$ cat config.mk
export PLATFORM = sky130hd
export DESIGN_NAME = dual_uart_host_port
export DESIGN_NICKNAME = d
export VERILOG_FILES = /design/src/verilog/host_port_pkg.sv /design/src/verilog/channel_regs.sv /design/src/verilog/dual_uart_host_port.sv
export SDC_FILE = /design/constraint.sdc
export NUM_CORES = 1
export LEC_CHECK = 0
export ABC_AREA = 1
export BUFFER_PORTS_ARGS = -buffer_cell sky130_fd_sc_hd__clkbuf_2
export CAP_MARGIN = 20
export CORE_MARGIN = 5
export CORE_UTILIZATION = 27
export DETAILED_ROUTE_END_ITERATION = 8
export GPL_TIMING_DRIVEN = 0
export HOLD_SLACK_MARGIN = 0.03
export RECOVER_POWER = 100
export SYNTH_ARGS = -nofsm -noshare
export SYNTH_HDL_FRONTEND = slang
export SYNTH_SLANG_ARGS = --single-unit
$ cat constraint.sdc
create_clock -name clk -period 9.2 [get_ports clk]
set_input_delay 0 -clock clk [delete_from_list [all_inputs] [get_ports clk]]
set_output_delay 0 -clock clk [all_outputs]
set_load 0.005 [all_outputs]
$ cat src/verilog/host_port_pkg.sv
package host_port_pkg;
	// ---------------------------------------------------------------
	// bus geometry
	// ---------------------------------------------------------------
	localparam int DATA_W = 8; // host data bus width
	localparam int ADDR_W = 3; // register address lines
	localparam int REG_COUNT = 8; // registers per channel

	// ---------------------------------------------------------------
	// register locations and fields inside a channel
	// ---------------------------------------------------------------
	localparam logic [2:0] DIV_LOW_ADDR = 3'h0; // divisor_low, device_id_reg when divisor is zero
	localparam logic [2:0] DIV_HIGH_ADDR = 3'h1; // divisor_high, revision_reg when divisor is zero
	localparam logic [2:0] FRAC_ADDR = 3'h2; // fractional_divisor
	localparam logic [2:0] LINE_CTRL_ADDR = 3'h3; // line control, holds divisor access bit
	localparam int DIV_ACCESS_BIT = 7; // opens the divisor window
	localparam logic [7:0] DIV_LOW_RESET = 8'h01; // divisor defaults to one
	localparam logic [7:0] DIV_HIGH_RESET = 8'h00;
	localparam logic [7:0] FRAC_RESET = 8'h00;
	localparam logic [7:0] REG_RESET = 8'h00;

	// ---------------------------------------------------------------
	// bit positions of the pin vector fed to the synchroniser
	// ---------------------------------------------------------------
	localparam int PIN_ADDR = 0; // three address bits at 0..2
	localparam int PIN_DATA = 3; // eight data bits at 3..10
	localparam int PIN_RD_N = 11;
	localparam int PIN_WR_N = 12;
	localparam int PIN_CSA_N = 13;
	localparam int PIN_CSB_N = 14;
	localparam int PIN_DS_N = 15;
	localparam int PIN_RNW = 16;
	localparam int PIN_CHAN = 17;
	localparam int PIN_ISO = 18;
	localparam int PIN_STRAP = 19;
	localparam int PIN_RST = 20;
	localparam int PIN_W = 21;
	// idle pin levels: strobes, selects and read line high, strap high
	localparam logic [PIN_W-1:0] PIN_IDLE = 21'h9F800;

	// ---------------------------------------------------------------
	// timing
	// ---------------------------------------------------------------
	localparam int CLK_PERIOD_PS = 4000; // 250 MHz
	localparam int RESET_MIN_PS = 40000; // 40 ns least reset pulse
	localparam int RESET_CYCLES = (RESET_MIN_PS + CLK_PERIOD_PS - 1) / CLK_PERIOD_PS;
	localparam int RESET_CNT_W = $clog2(RESET_CYCLES + 1);
endpackage

$ cat src/verilog/channel_regs.sv
`timescale 1ns/100ps
// one channel's register set; each channel owns an instance
module channel_regs #(
	parameter logic [7:0] DEVICE_ID = 8'h5A, // arbitrary value
	parameter logic [7:0] REVISION = 8'h03 // arbitrary value
) (
	input wire logic clk,
	input wire logic reset,
	input wire logic clear,
	input wire logic wr_en,
	input wire logic [2:0] addr,
	input wire logic [7:0] wdata,
	output logic [7:0] rdata,
	output logic [7:0] line_control
);
	// ---------------------------------------------------------------
	// state
	// ---------------------------------------------------------------
	typedef struct packed {
		logic [7:0][7:0] regs; // plain registers
		logic [7:0] div_low; // divisor_low
		logic [7:0] div_high; // divisor_high
		logic [7:0] frac; // fractional_divisor
	} chan_s;

	chan_s st;
	chan_s next_st;
	logic dlab;
	logic div_zero;

	// divisor window decode, shared by read and write paths
	function automatic logic div_hit(input logic [2:0] a, input logic open);
		div_hit = open && (a == host_port_pkg::DIV_LOW_ADDR || a == host_port_pkg::DIV_HIGH_ADDR
			|| a == host_port_pkg::FRAC_ADDR);
	endfunction

	assign dlab = st.regs[host_port_pkg::LINE_CTRL_ADDR][host_port_pkg::DIV_ACCESS_BIT];
	assign div_zero = (st.div_low == 8'h00) && (st.div_high == 8'h00);
	assign line_control = st.regs[host_port_pkg::LINE_CTRL_ADDR];

	// ---------------------------------------------------------------
	// read mux: identity shows only while the whole divisor is zero
	// ---------------------------------------------------------------
	always_comb begin
		rdata = st.regs[addr];
		if (div_hit(addr, dlab)) begin
			case (addr)
				host_port_pkg::DIV_LOW_ADDR: rdata = div_zero ? DEVICE_ID : st.div_low;
				host_port_pkg::DIV_HIGH_ADDR: rdata = div_zero ? REVISION : st.div_high;
				default: rdata = st.frac; // fraction plays no part in the id check
			endcase
		end
	end

	// next state: clear wins over any write landing in the same cycle
	always_comb begin
		next_st = st;
		if (clear) begin
			next_st.regs = '0;
			next_st.div_low = host_port_pkg::DIV_LOW_RESET;
			next_st.div_high = host_port_pkg::DIV_HIGH_RESET;
			next_st.frac = host_port_pkg::FRAC_RESET;
		end else if (wr_en) begin
			if (div_hit(addr, dlab)) begin
				case (addr)
					host_port_pkg::DIV_LOW_ADDR: next_st.div_low = wdata;
					host_port_pkg::DIV_HIGH_ADDR: next_st.div_high = wdata;
					default: next_st.frac = wdata;
				endcase
			end else begin
				next_st.regs[addr] = wdata;
			end
		end
	end

	always_ff @(posedge clk or posedge reset) begin
		if (reset) begin
			st.regs <= '0;
			st.div_low <= host_port_pkg::DIV_LOW_RESET;
			st.div_high <= host_port_pkg::DIV_HIGH_RESET;
			st.frac <= host_port_pkg::FRAC_RESET;
		end else begin
			st <= next_st;
		end
	end
endmodule

$ cat src/verilog/dual_uart_host_port.sv
`timescale 1ns/100ps
//Contract
// - 8 data bits, 3 address lines, strobes
// - bus cycles timed by host strobes only
// - shared data bus, separate channel registers
// - strap high strobe style, low rw style
// - strobe style: low select picks channel
// - rw style: select low, bit picks channel
// - channel bit ignored in strobe style
// - reset over 40 ns clears both channels
// - zero divisor shows id and revision
// - isolation request in sleep frees bus
// - reset polarity follows bus style strap
module dual_uart_host_port #(
	parameter logic [7:0] DEVICE_ID = 8'h5A, // arbitrary value
	parameter logic [7:0] REVISION = 8'h03 // arbitrary value
) (
	input wire logic clk,
	input wire logic reset,
	input wire logic [2:0] address,
	input wire logic [7:0] data_in,
	output logic [7:0] data_out,
	output logic data_oe,
	input wire logic read_strobe_n,
	input wire logic write_strobe_n,
	input wire logic chan_a_select_n,
	input wire logic chan_b_select_n,
	input wire logic device_select_n,
	input wire logic read_not_write,
	input wire logic channel_address_bit,
	input wire logic bus_isolate_request,
	input wire logic bus_type_select,
	input wire logic reset_pin,
	input wire logic sleep_mode,
	output logic strobe_style,
	output logic channel_clear,
	output logic [7:0] chan_a_line_control,
	output logic [7:0] chan_b_line_control
);
	// ---------------------------------------------------------------
	// state
	// ---------------------------------------------------------------
	typedef struct packed {
		logic [host_port_pkg::PIN_W-1:0] s1; // first sync stage
		logic [host_port_pkg::PIN_W-1:0] s2; // second sync stage
		logic [host_port_pkg::PIN_W-1:0] s3; // third sync stage
		logic [host_port_pkg::PIN_W-1:0] pins; // filtered pin view
		logic [host_port_pkg::RESET_CNT_W-1:0] rst_cnt; // reset pulse length
		logic chan_clear; // channels held in reset
		logic wr_act; // a write cycle is open
		logic [2:0] w_addr; // address held from the open write
		logic [7:0] w_data; // data held from the open write
		logic w_a; // write targets channel A
		logic w_b; // write targets channel B
		logic wr_pulse; // one-cycle commit
		logic [7:0] data_out;
		logic data_oe;
	} port_s;

	port_s st;
	port_s next_st;
	logic [host_port_pkg::PIN_W-1:0] raw;
	logic strap;
	logic rst_lvl;
	logic iso;
	logic sel_a;
	logic sel_b;
	logic rd_act;
	logic wr_now;
	logic [7:0] rd_a;
	logic [7:0] rd_b;

	// ---------------------------------------------------------------
	// pin decode on the filtered view
	// ---------------------------------------------------------------
	assign raw = {reset_pin, bus_type_select, bus_isolate_request, channel_address_bit,
		read_not_write, device_select_n, chan_b_select_n, chan_a_select_n,
		write_strobe_n, read_strobe_n, data_in, address};
	assign strap = st.pins[host_port_pkg::PIN_STRAP];
	// reset pin is active high in strobe style, active low otherwise
	assign rst_lvl = strap ? st.pins[host_port_pkg::PIN_RST]
		: !st.pins[host_port_pkg::PIN_RST];
	assign iso = st.pins[host_port_pkg::PIN_ISO] && sleep_mode;

	// channel select per bus style; the channel bit only counts in rw style
	always_comb begin
		if (strap) begin
			sel_a = !st.pins[host_port_pkg::PIN_CSA_N];
			sel_b = !st.pins[host_port_pkg::PIN_CSB_N];
			rd_act = !st.pins[host_port_pkg::PIN_RD_N] && (sel_a || sel_b);
			wr_now = !st.pins[host_port_pkg::PIN_WR_N] && (sel_a || sel_b);
		end else begin
			sel_a = !st.pins[host_port_pkg::PIN_DS_N] && !st.pins[host_port_pkg::PIN_CHAN];
			sel_b = !st.pins[host_port_pkg::PIN_DS_N] && st.pins[host_port_pkg::PIN_CHAN];
			rd_act = (sel_a || sel_b) && st.pins[host_port_pkg::PIN_RNW];
			wr_now = (sel_a || sel_b) && !st.pins[host_port_pkg::PIN_RNW];
		end
	end

	// ---------------------------------------------------------------
	// next state
	// ---------------------------------------------------------------
	always_comb begin
		next_st = st;
		// three-stage sync; a bit moves only once stages two and three agree
		next_st.s1 = raw;
		next_st.s2 = st.s1;
		next_st.s3 = st.s2;
		for (int i = 0; i < host_port_pkg::PIN_W; i++) begin
			if (st.s2[i] == st.s3[i]) begin
				next_st.pins[i] = st.s3[i];
			end
		end
		// reset filter: clear only after the pin held long enough
		if (!rst_lvl) begin
			next_st.rst_cnt = '0;
			next_st.chan_clear = 1'b0;
		end else if (st.rst_cnt == host_port_pkg::RESET_CNT_W'(host_port_pkg::RESET_CYCLES - 1)) begin
			next_st.chan_clear = 1'b1;
		end else begin
			next_st.rst_cnt = st.rst_cnt + 1'b1;
		end
		// a write opens with the strobe and commits when it closes,
		// so data settled over the whole strobe is what gets stored
		next_st.wr_pulse = 1'b0;
		next_st.wr_act = wr_now && !iso;
		if (wr_now && !iso) begin
			next_st.w_addr = st.pins[host_port_pkg::PIN_ADDR +: 3];
			next_st.w_data = st.pins[host_port_pkg::PIN_DATA +: 8];
			next_st.w_a = sel_a;
			next_st.w_b = sel_b;
		end else if (st.wr_act && !iso) begin
			next_st.wr_pulse = 1'b1;
		end
		// reads drive while selected; both selected is the host's fault,
		// channel A wins then rather than mixing two channels
		next_st.data_oe = rd_act && !iso;
		next_st.data_out = sel_a ? rd_a : rd_b;
		if (!(rd_act && !iso)) begin
			next_st.data_out = 8'h00;
		end
	end

	always_ff @(posedge clk or posedge reset) begin
		if (reset) begin
			// pin view starts at idle levels, so no phantom select or
			// strobe is decoded while the synchroniser refills
			st <= '{s1: host_port_pkg::PIN_IDLE, s2: host_port_pkg::PIN_IDLE,
				s3: host_port_pkg::PIN_IDLE, pins: host_port_pkg::PIN_IDLE, default: '0};
		end else begin
			st <= next_st;
		end
	end

	// ---------------------------------------------------------------
	// channels
	// ---------------------------------------------------------------
	channel_regs #(.DEVICE_ID(DEVICE_ID), .REVISION(REVISION)) chan_a (
		.clk(clk),
		.reset(reset),
		.clear(st.chan_clear),
		.wr_en(st.wr_pulse && st.w_a),
		.addr(st.wr_pulse ? st.w_addr : st.pins[host_port_pkg::PIN_ADDR +: 3]),
		.wdata(st.w_data),
		.rdata(rd_a),
		.line_control(chan_a_line_control)
	);

	channel_regs #(.DEVICE_ID(DEVICE_ID), .REVISION(REVISION)) chan_b (
		.clk(clk),
		.reset(reset),
		.clear(st.chan_clear),
		.wr_en(st.wr_pulse && st.w_b),
		.addr(st.wr_pulse ? st.w_addr : st.pins[host_port_pkg::PIN_ADDR +: 3]),
		.wdata(st.w_data),
		.rdata(rd_b),
		.line_control(chan_b_line_control)
	);

	assign data_out = st.data_out;
	assign data_oe = st.data_oe;
	assign strobe_style = st.pins[host_port_pkg::PIN_STRAP];
	assign channel_clear = st.chan_clear;
endmodule

Yosys cells after proc, flatten, opt, wreduce, memory -nomap -nowiden:

Index checks and enable logic that the tools add are counted.

* flip-flop bits (word level): 289
* bits in latches: 0
* RAM bits: 0
* ROM bits: 0
* output and inout port bits: 27
* memories kept: 0

* add/sub/neg operators: 1
* $mul: 0
* div/mod/pow operators: 0
* $lt $le $gt $ge: 2
* equality and inequality tests: 29
* shifts and indexed selects: 0
* mux-type cells: 40
* bitwise operators: 0
* reductions and logical operators: 50

Operator list (number)
* $mux W88: 4
* $bwmux W64: 2
* $mux W64: 2
* $mux W8: 14
* $bmux W8 S3: 2
* $mux W24: 2
* $logic_not A8 Y1: 4
* $pmux W8 S2: 2
* $demux W8 S3: 1
* $eq A1 B1 Y1: 21
* $reduce_and A3 Y1: 6
* $logic_and A1 B1 Y1: 17
* $reduce_bool A2 Y1: 6
* $logic_not A1 Y1: 9
* $mux W1: 8
* $ne A2 B2 Y1 const B: 3
* $mux W5: 1
* $add A4 B1 Y4 const B: 1
* $eq A4 B4 Y1 const B: 1
* $logic_or A1 B1 Y1: 4
* $lt A3 B4 Y1 const B: 1
* $mux W4: 1
* $ne A2 B1 Y1 const B: 2
* $reduce_and A2 Y1: 2
* other kinds (6): 6

Longest topological paths before layout:

* word-level depth: 9
* gate-level depth with buffers: 15
* gate-level depth less buffers: 12

Cells and area by module:

A second synthesis with hierarchy kept.

* cells, all modules: 1403
* area, all modules: 12726.0 um^2

Modules (own cells, without submodules)
* channel_regs: times used 2, cells an instance 566, area each 4418.0 um^2
* dual_uart_host_port: times used 1, cells an instance 271, area each 3890.0 um^2

Least setup slack after synthesis:

No wires, ideal clock.

* kind: register to register
* start: reg st[9] (netlist name)
* end: reg chan_b.st[1] (netlist name)
* data arrival time: 1619 ps
* path slack: 7451 ps
* stages on the path, launching flop included: 11
* path buffers: 2
* cell sequence: dfrtp_1 > buf_6 > nand2_2 > nand2_4 > a21oi_4 > nand2_2 > o21ai_4 > o21ai_2 > buf_6 > nand2_1 > o21ai_2

* cells in the longest elaborated chain, start to end: 7
* elaborated cells on any way between the ends: 13
* classes of those cells: 3 x eq/ne; 1 x mux; 9 x reduce/logical

RTL lines
* start, declared: line dual_uart_host_port.sv:60 `port_s st;`
* start signal, assigned: line dual_uart_host_port.sv:148 `st <= '{s1: host_port_pkg::PIN_IDLE, s2: host_port_pkg::PIN_IDLE,`
* start signal, assigned: line dual_uart_host_port.sv:151 `st <= next_st;`
* $mux W3: line dual_uart_host_port.sv:174 `.addr(st.wr_pulse ? st.w_addr : st.pins[host_port_pkg::PIN_ADDR +: 3]),`
* $eq A3 B1 Y1 / $logic_not A3 Y1 (equally long branches): line channel_regs.sv:33, channel_regs.sv:65
* $logic_or A1 B1 Y1: line channel_regs.sv:33 `div_hit = open && (a == host_port_pkg::DIV_LOW_ADDR || a == host_port_pkg::DIV_HIGH_ADDR`
* $logic_or A1 B1 Y1: line channel_regs.sv:34 `|| a == host_port_pkg::FRAC_ADDR);`
* $logic_and A1 B1 Y1: line channel_regs.sv:33
* $reduce_bool A2 Y1 (no source line)
* $reduce_and A3 Y1 (no source line) *
* end signal, assigned: line channel_regs.sv:83 `st <= next_st;`
* end, declared: line channel_regs.sv:26 `chan_s st;`

Mark *: on every way between the ends. The rest lies on a longest branch, timed or not.
A chain may end at the register's enable or synchronous reset.

Worst setup path in the final report:

* start: reg st[9] (netlist name)
* end: reg chan_b.st[87] (netlist name)

* cells in the longest elaborated chain, start to end: 9
* elaborated cells on any way between the ends: 20
* classes of those cells: 2 x order compare; 3 x eq/ne; 7 x mux; 8 x reduce/logical

RTL lines
* $mux W3: line dual_uart_host_port.sv:174
* $lt A3 B4 Y1 (implied by the code) / $ge A3 B1 Y1 (equally long branches): line channel_regs.sv:71 `next_st.regs[addr] = wdata;`
* $logic_and A1 B1 Y1 (implied by the code): line channel_regs.sv:71
* $mux W8 (implied by the code): line channel_regs.sv:71
* $demux W8 S3
* $bwmux W64: line channel_regs.sv:71
* $mux W64: line channel_regs.sv:64 `if (div_hit(addr, dlab)) begin`
* $mux W88: line channel_regs.sv:63 `end else if (wr_en) begin`
* $mux W88: line channel_regs.sv:58 `if (clear) begin`

Several ways; a longest one is shown, not always the timed one. The select of a mux whose other input is x is not followed.

==> impl_metrics.tcl <==
set metrics [dict create \
    cts_buffer_depth 3 \
    dr.pass1.iters 7 \
    rsz0062_at_grt "no" \
    port_buffers 50 \
    violations "max-capacitance violations, max-slew violations" \
    synth_area_um2 13270 \
    routed_wl_um 41190 \
    initial_utilization 0.2723 \
    seq_area_frac_synth 0.5476 \
    stdcell_count 2398 \
    maxSlewViolCount 52 \
    vias 11020 \
    hpwlAfterDp_um 28960 \
    grt_pass1_vias 10880 \
    setup_viol 0 \
    slew_headroom -0.7479 \
    drcViolationCount 0 \
    ctsResizeCount 0 \
    numCtsBuffers 30 \
    syn_nets 1610 \
    tritoncts "yes" \
    crit_top_cell "nand2_1" \
    post_cts_buffers 0 \
    power_mw 3.779 \
    drt_iter0_drc 1014 \
    antenna_found_initial 0 \
    hold_viol 0 \
    outcome "complete, but fails checks" \
    async_flop_share 1.000 \
    yosysWarnings 0 \
    path_cells "clkbuf_1 > clkinvlp_2 > nand2_1 > nand2_1 > a21oi_1 > nand2_1 > nand3_2 > clkbuf_1 > nand2_1 > o21ai_0 > nand2_1 > o21ai_0" \
    die_area_um2 53700 \
    slowest_stage "clkbuf_1" \
    ys_types 41 \
    fin_hold_ws_ns 0.06792 \
    grt_usage 0.1513 \
    io-pin-count 51 \
    synth_area_per_cell_um2 8.380 \
    cts.clk_slew.worst_paths_ns 0.06 \
    fp.dieH_um 231.7 \
    fmax_ghz 0.2192 \
    syn_to_final_growth_pct 17.26 \
    fin_nets 1736 \
    vdd_ir_drop_max_uv 187.8 \
    cap_violations 1 \
    grt_pass1_wl_um 63270 \
    cp_max_fo 10 \
    crit_type "reg -> reg" \
    n_antenna_cell 0 \
    overflow 0 \
    htreeDepth 1 \
    worst_pin_slew_ns 2.607 \
    fp.coreArea_um2 48750 \
    cp_num_buf_inv 3 \
    cts_root_buffer "clkbuf_16" \
    clkSinkCount 289 \
    timing.final.crit_share 0.4959 \
    synth-edff-count 0 \
    dieWidth_um 231.7 \
    gp_congestion 0.9358 \
    min_period_ns 4.562 \
    p_leak_nw 7.316 \
    power.density_nw_per_um2 242.8 \
    max_stage_delay_ns 0.62 \
    crit_required_ns 9.70 \
    hp-class "in -> reg" \
    routedWlPerCell_um 17.18 \
    arrival_ns 5.06 \
    layout_commonest_cell "nand2_1" \
    vias_per_cell 4.595 \
    num_rows 81 \
    postRouteAntennaNets 0 \
    dp.cells 2300 \
    drive_gt1_frac 0.1119 \
    clock_skew_ns 0.01707 \
    synth_cells 1584 \
    grt_max_degree 122 \
    synthFlopType "dfrtp_1" \
    layout_common_cells "nand2_1, dfrtp_1, o21ai_0, inv_1, nor2_1" \
    critPathTopFamily "buffers and inverters" \
    synth_seq_cells 289 \
    end_kind "register" \
    clkLatencyLatePin_ns 0.59 \
    worstSetupStartpointType "register" \
]
==> logic make-up (layout without fill, tap and decap cells) <==
kind of cell,after synthesis,after routing,share of synthesized area
buf+inv,250,400,0.08710
flops,289,289,0.5476
compound gates,213,213,0.09690
xor+xnor,3,3,0.001980
fa+ha+maj,23,23,0.01772
simple gates,806,806,0.2487
==> power by group <==
group | leakage [nW] | switching, mW | internal, mW
clock network | 0.499 | 0.517 | 0.716
registers | 3.74 | 0.0983 | 1.43
logic | 3.08 | 0.741 | 0.276
total | 7.32 | 1.36 | 2.42
==> per-stage QoR <==
stage	setup slack [ns]	utilization	setup TNS, ns	cell area [um2]
floorplan	1.272	-	0	13270
global placement	-1.828	0.2945	-466.17	14360
detailed placement	6.686	0.2958	0	14420
CTS	6.671	0.3250	0	15840
global route	4.184	0.3193	0	15560
finish	4.638	0.3193	0	15560
==> what timing repair did <==
action                     4_1_cts  5_1_grt
setup endpoints to repair        0        0
hold buffers                    41        0
hold endpoints to repair       295        0
==> sequential cells by signal, summed over array words and instances, names as in the netlist <==
register	cells
chan_a.line_control	8
chan_a.st	80
chan_b.line_control	8
chan_b.st	80
channel_clear	1
data_oe	1
data_out	8
next_st	42
st	60
strobe_style	1
==> layout make-up <==
| type | instances | area (um2) |
|---|---|---|
| fill | 5223 | 33180 |
| sequential | 289 | 7269 |
| multi-input combinational | 1045 | 4646 |
| clock buffer | 48 | 920.9 |
| tap | 664 | 830.8 |
| timing repair buffer | 94 | 714.4 |
| inverter | 162 | 610.6 |
| buffer | 88 | 479.2 |
| clock inverter | 8 | 93.84 |
==> metal layers <==
metal / track usage / routed length (um) / up-vias / share of wire
met5: 0 / 0 / - / 0
met4: 0.05281 / 1522 / 0 / 0.037
met3: 0.02776 / 2828 / 89 / 0.069
met2: 0.2435 / 18850 / 406 / 0.46
met1: 0.2058 / 17990 / 5351 / 0.44
li1: - / - / 5172 / -
==> Yosys cell counts, types with 6 or more instances <==
master / instances / area [um2]
dfrtp_1: 259 / 6481
o21ai_2: 30 / 262.8
clkbuf_1: 17 / 63.81
o21ai_1: 31 / 155.2
nand2_4: 7 / 78.83
nand2_1: 542 / 2034
buf_4: 32 / 240.2
nand3_1: 66 / 330.3
or2_2: 7 / 43.79
inv_1: 154 / 578.1
nor2_1: 153 / 574.3
o21ai_0: 120 / 600.6
maj3_1: 21 / 210.2
nand2_2: 11 / 68.82
buf_6: 8 / 90.09
dfstp_2: 30 / 788.3
buf_2: 27 / 135.1
nand4_1: 6 / 37.54
o22ai_1: 18 / 112.6
==> worst paths after layout <==
path                                  start            end  slack, ns  cells after the start
worst max-delay path                  st[9]  chan_b.st[87]       4.64                     12
worst min-delay path             address[1]    next_st[72]       0.07                      2
worst max register to register        st[9]  chan_b.st[87]       4.64                     12
worst min register to register  next_st[91]    next_st[70]       0.35                      0
max in group asynchronous             reset  chan_a.st[58]       6.53                      5
min in group asynchronous             reset  chan_b.st[19]       1.26                      4
No activity file was read; power rests on OpenSTA's default activity.
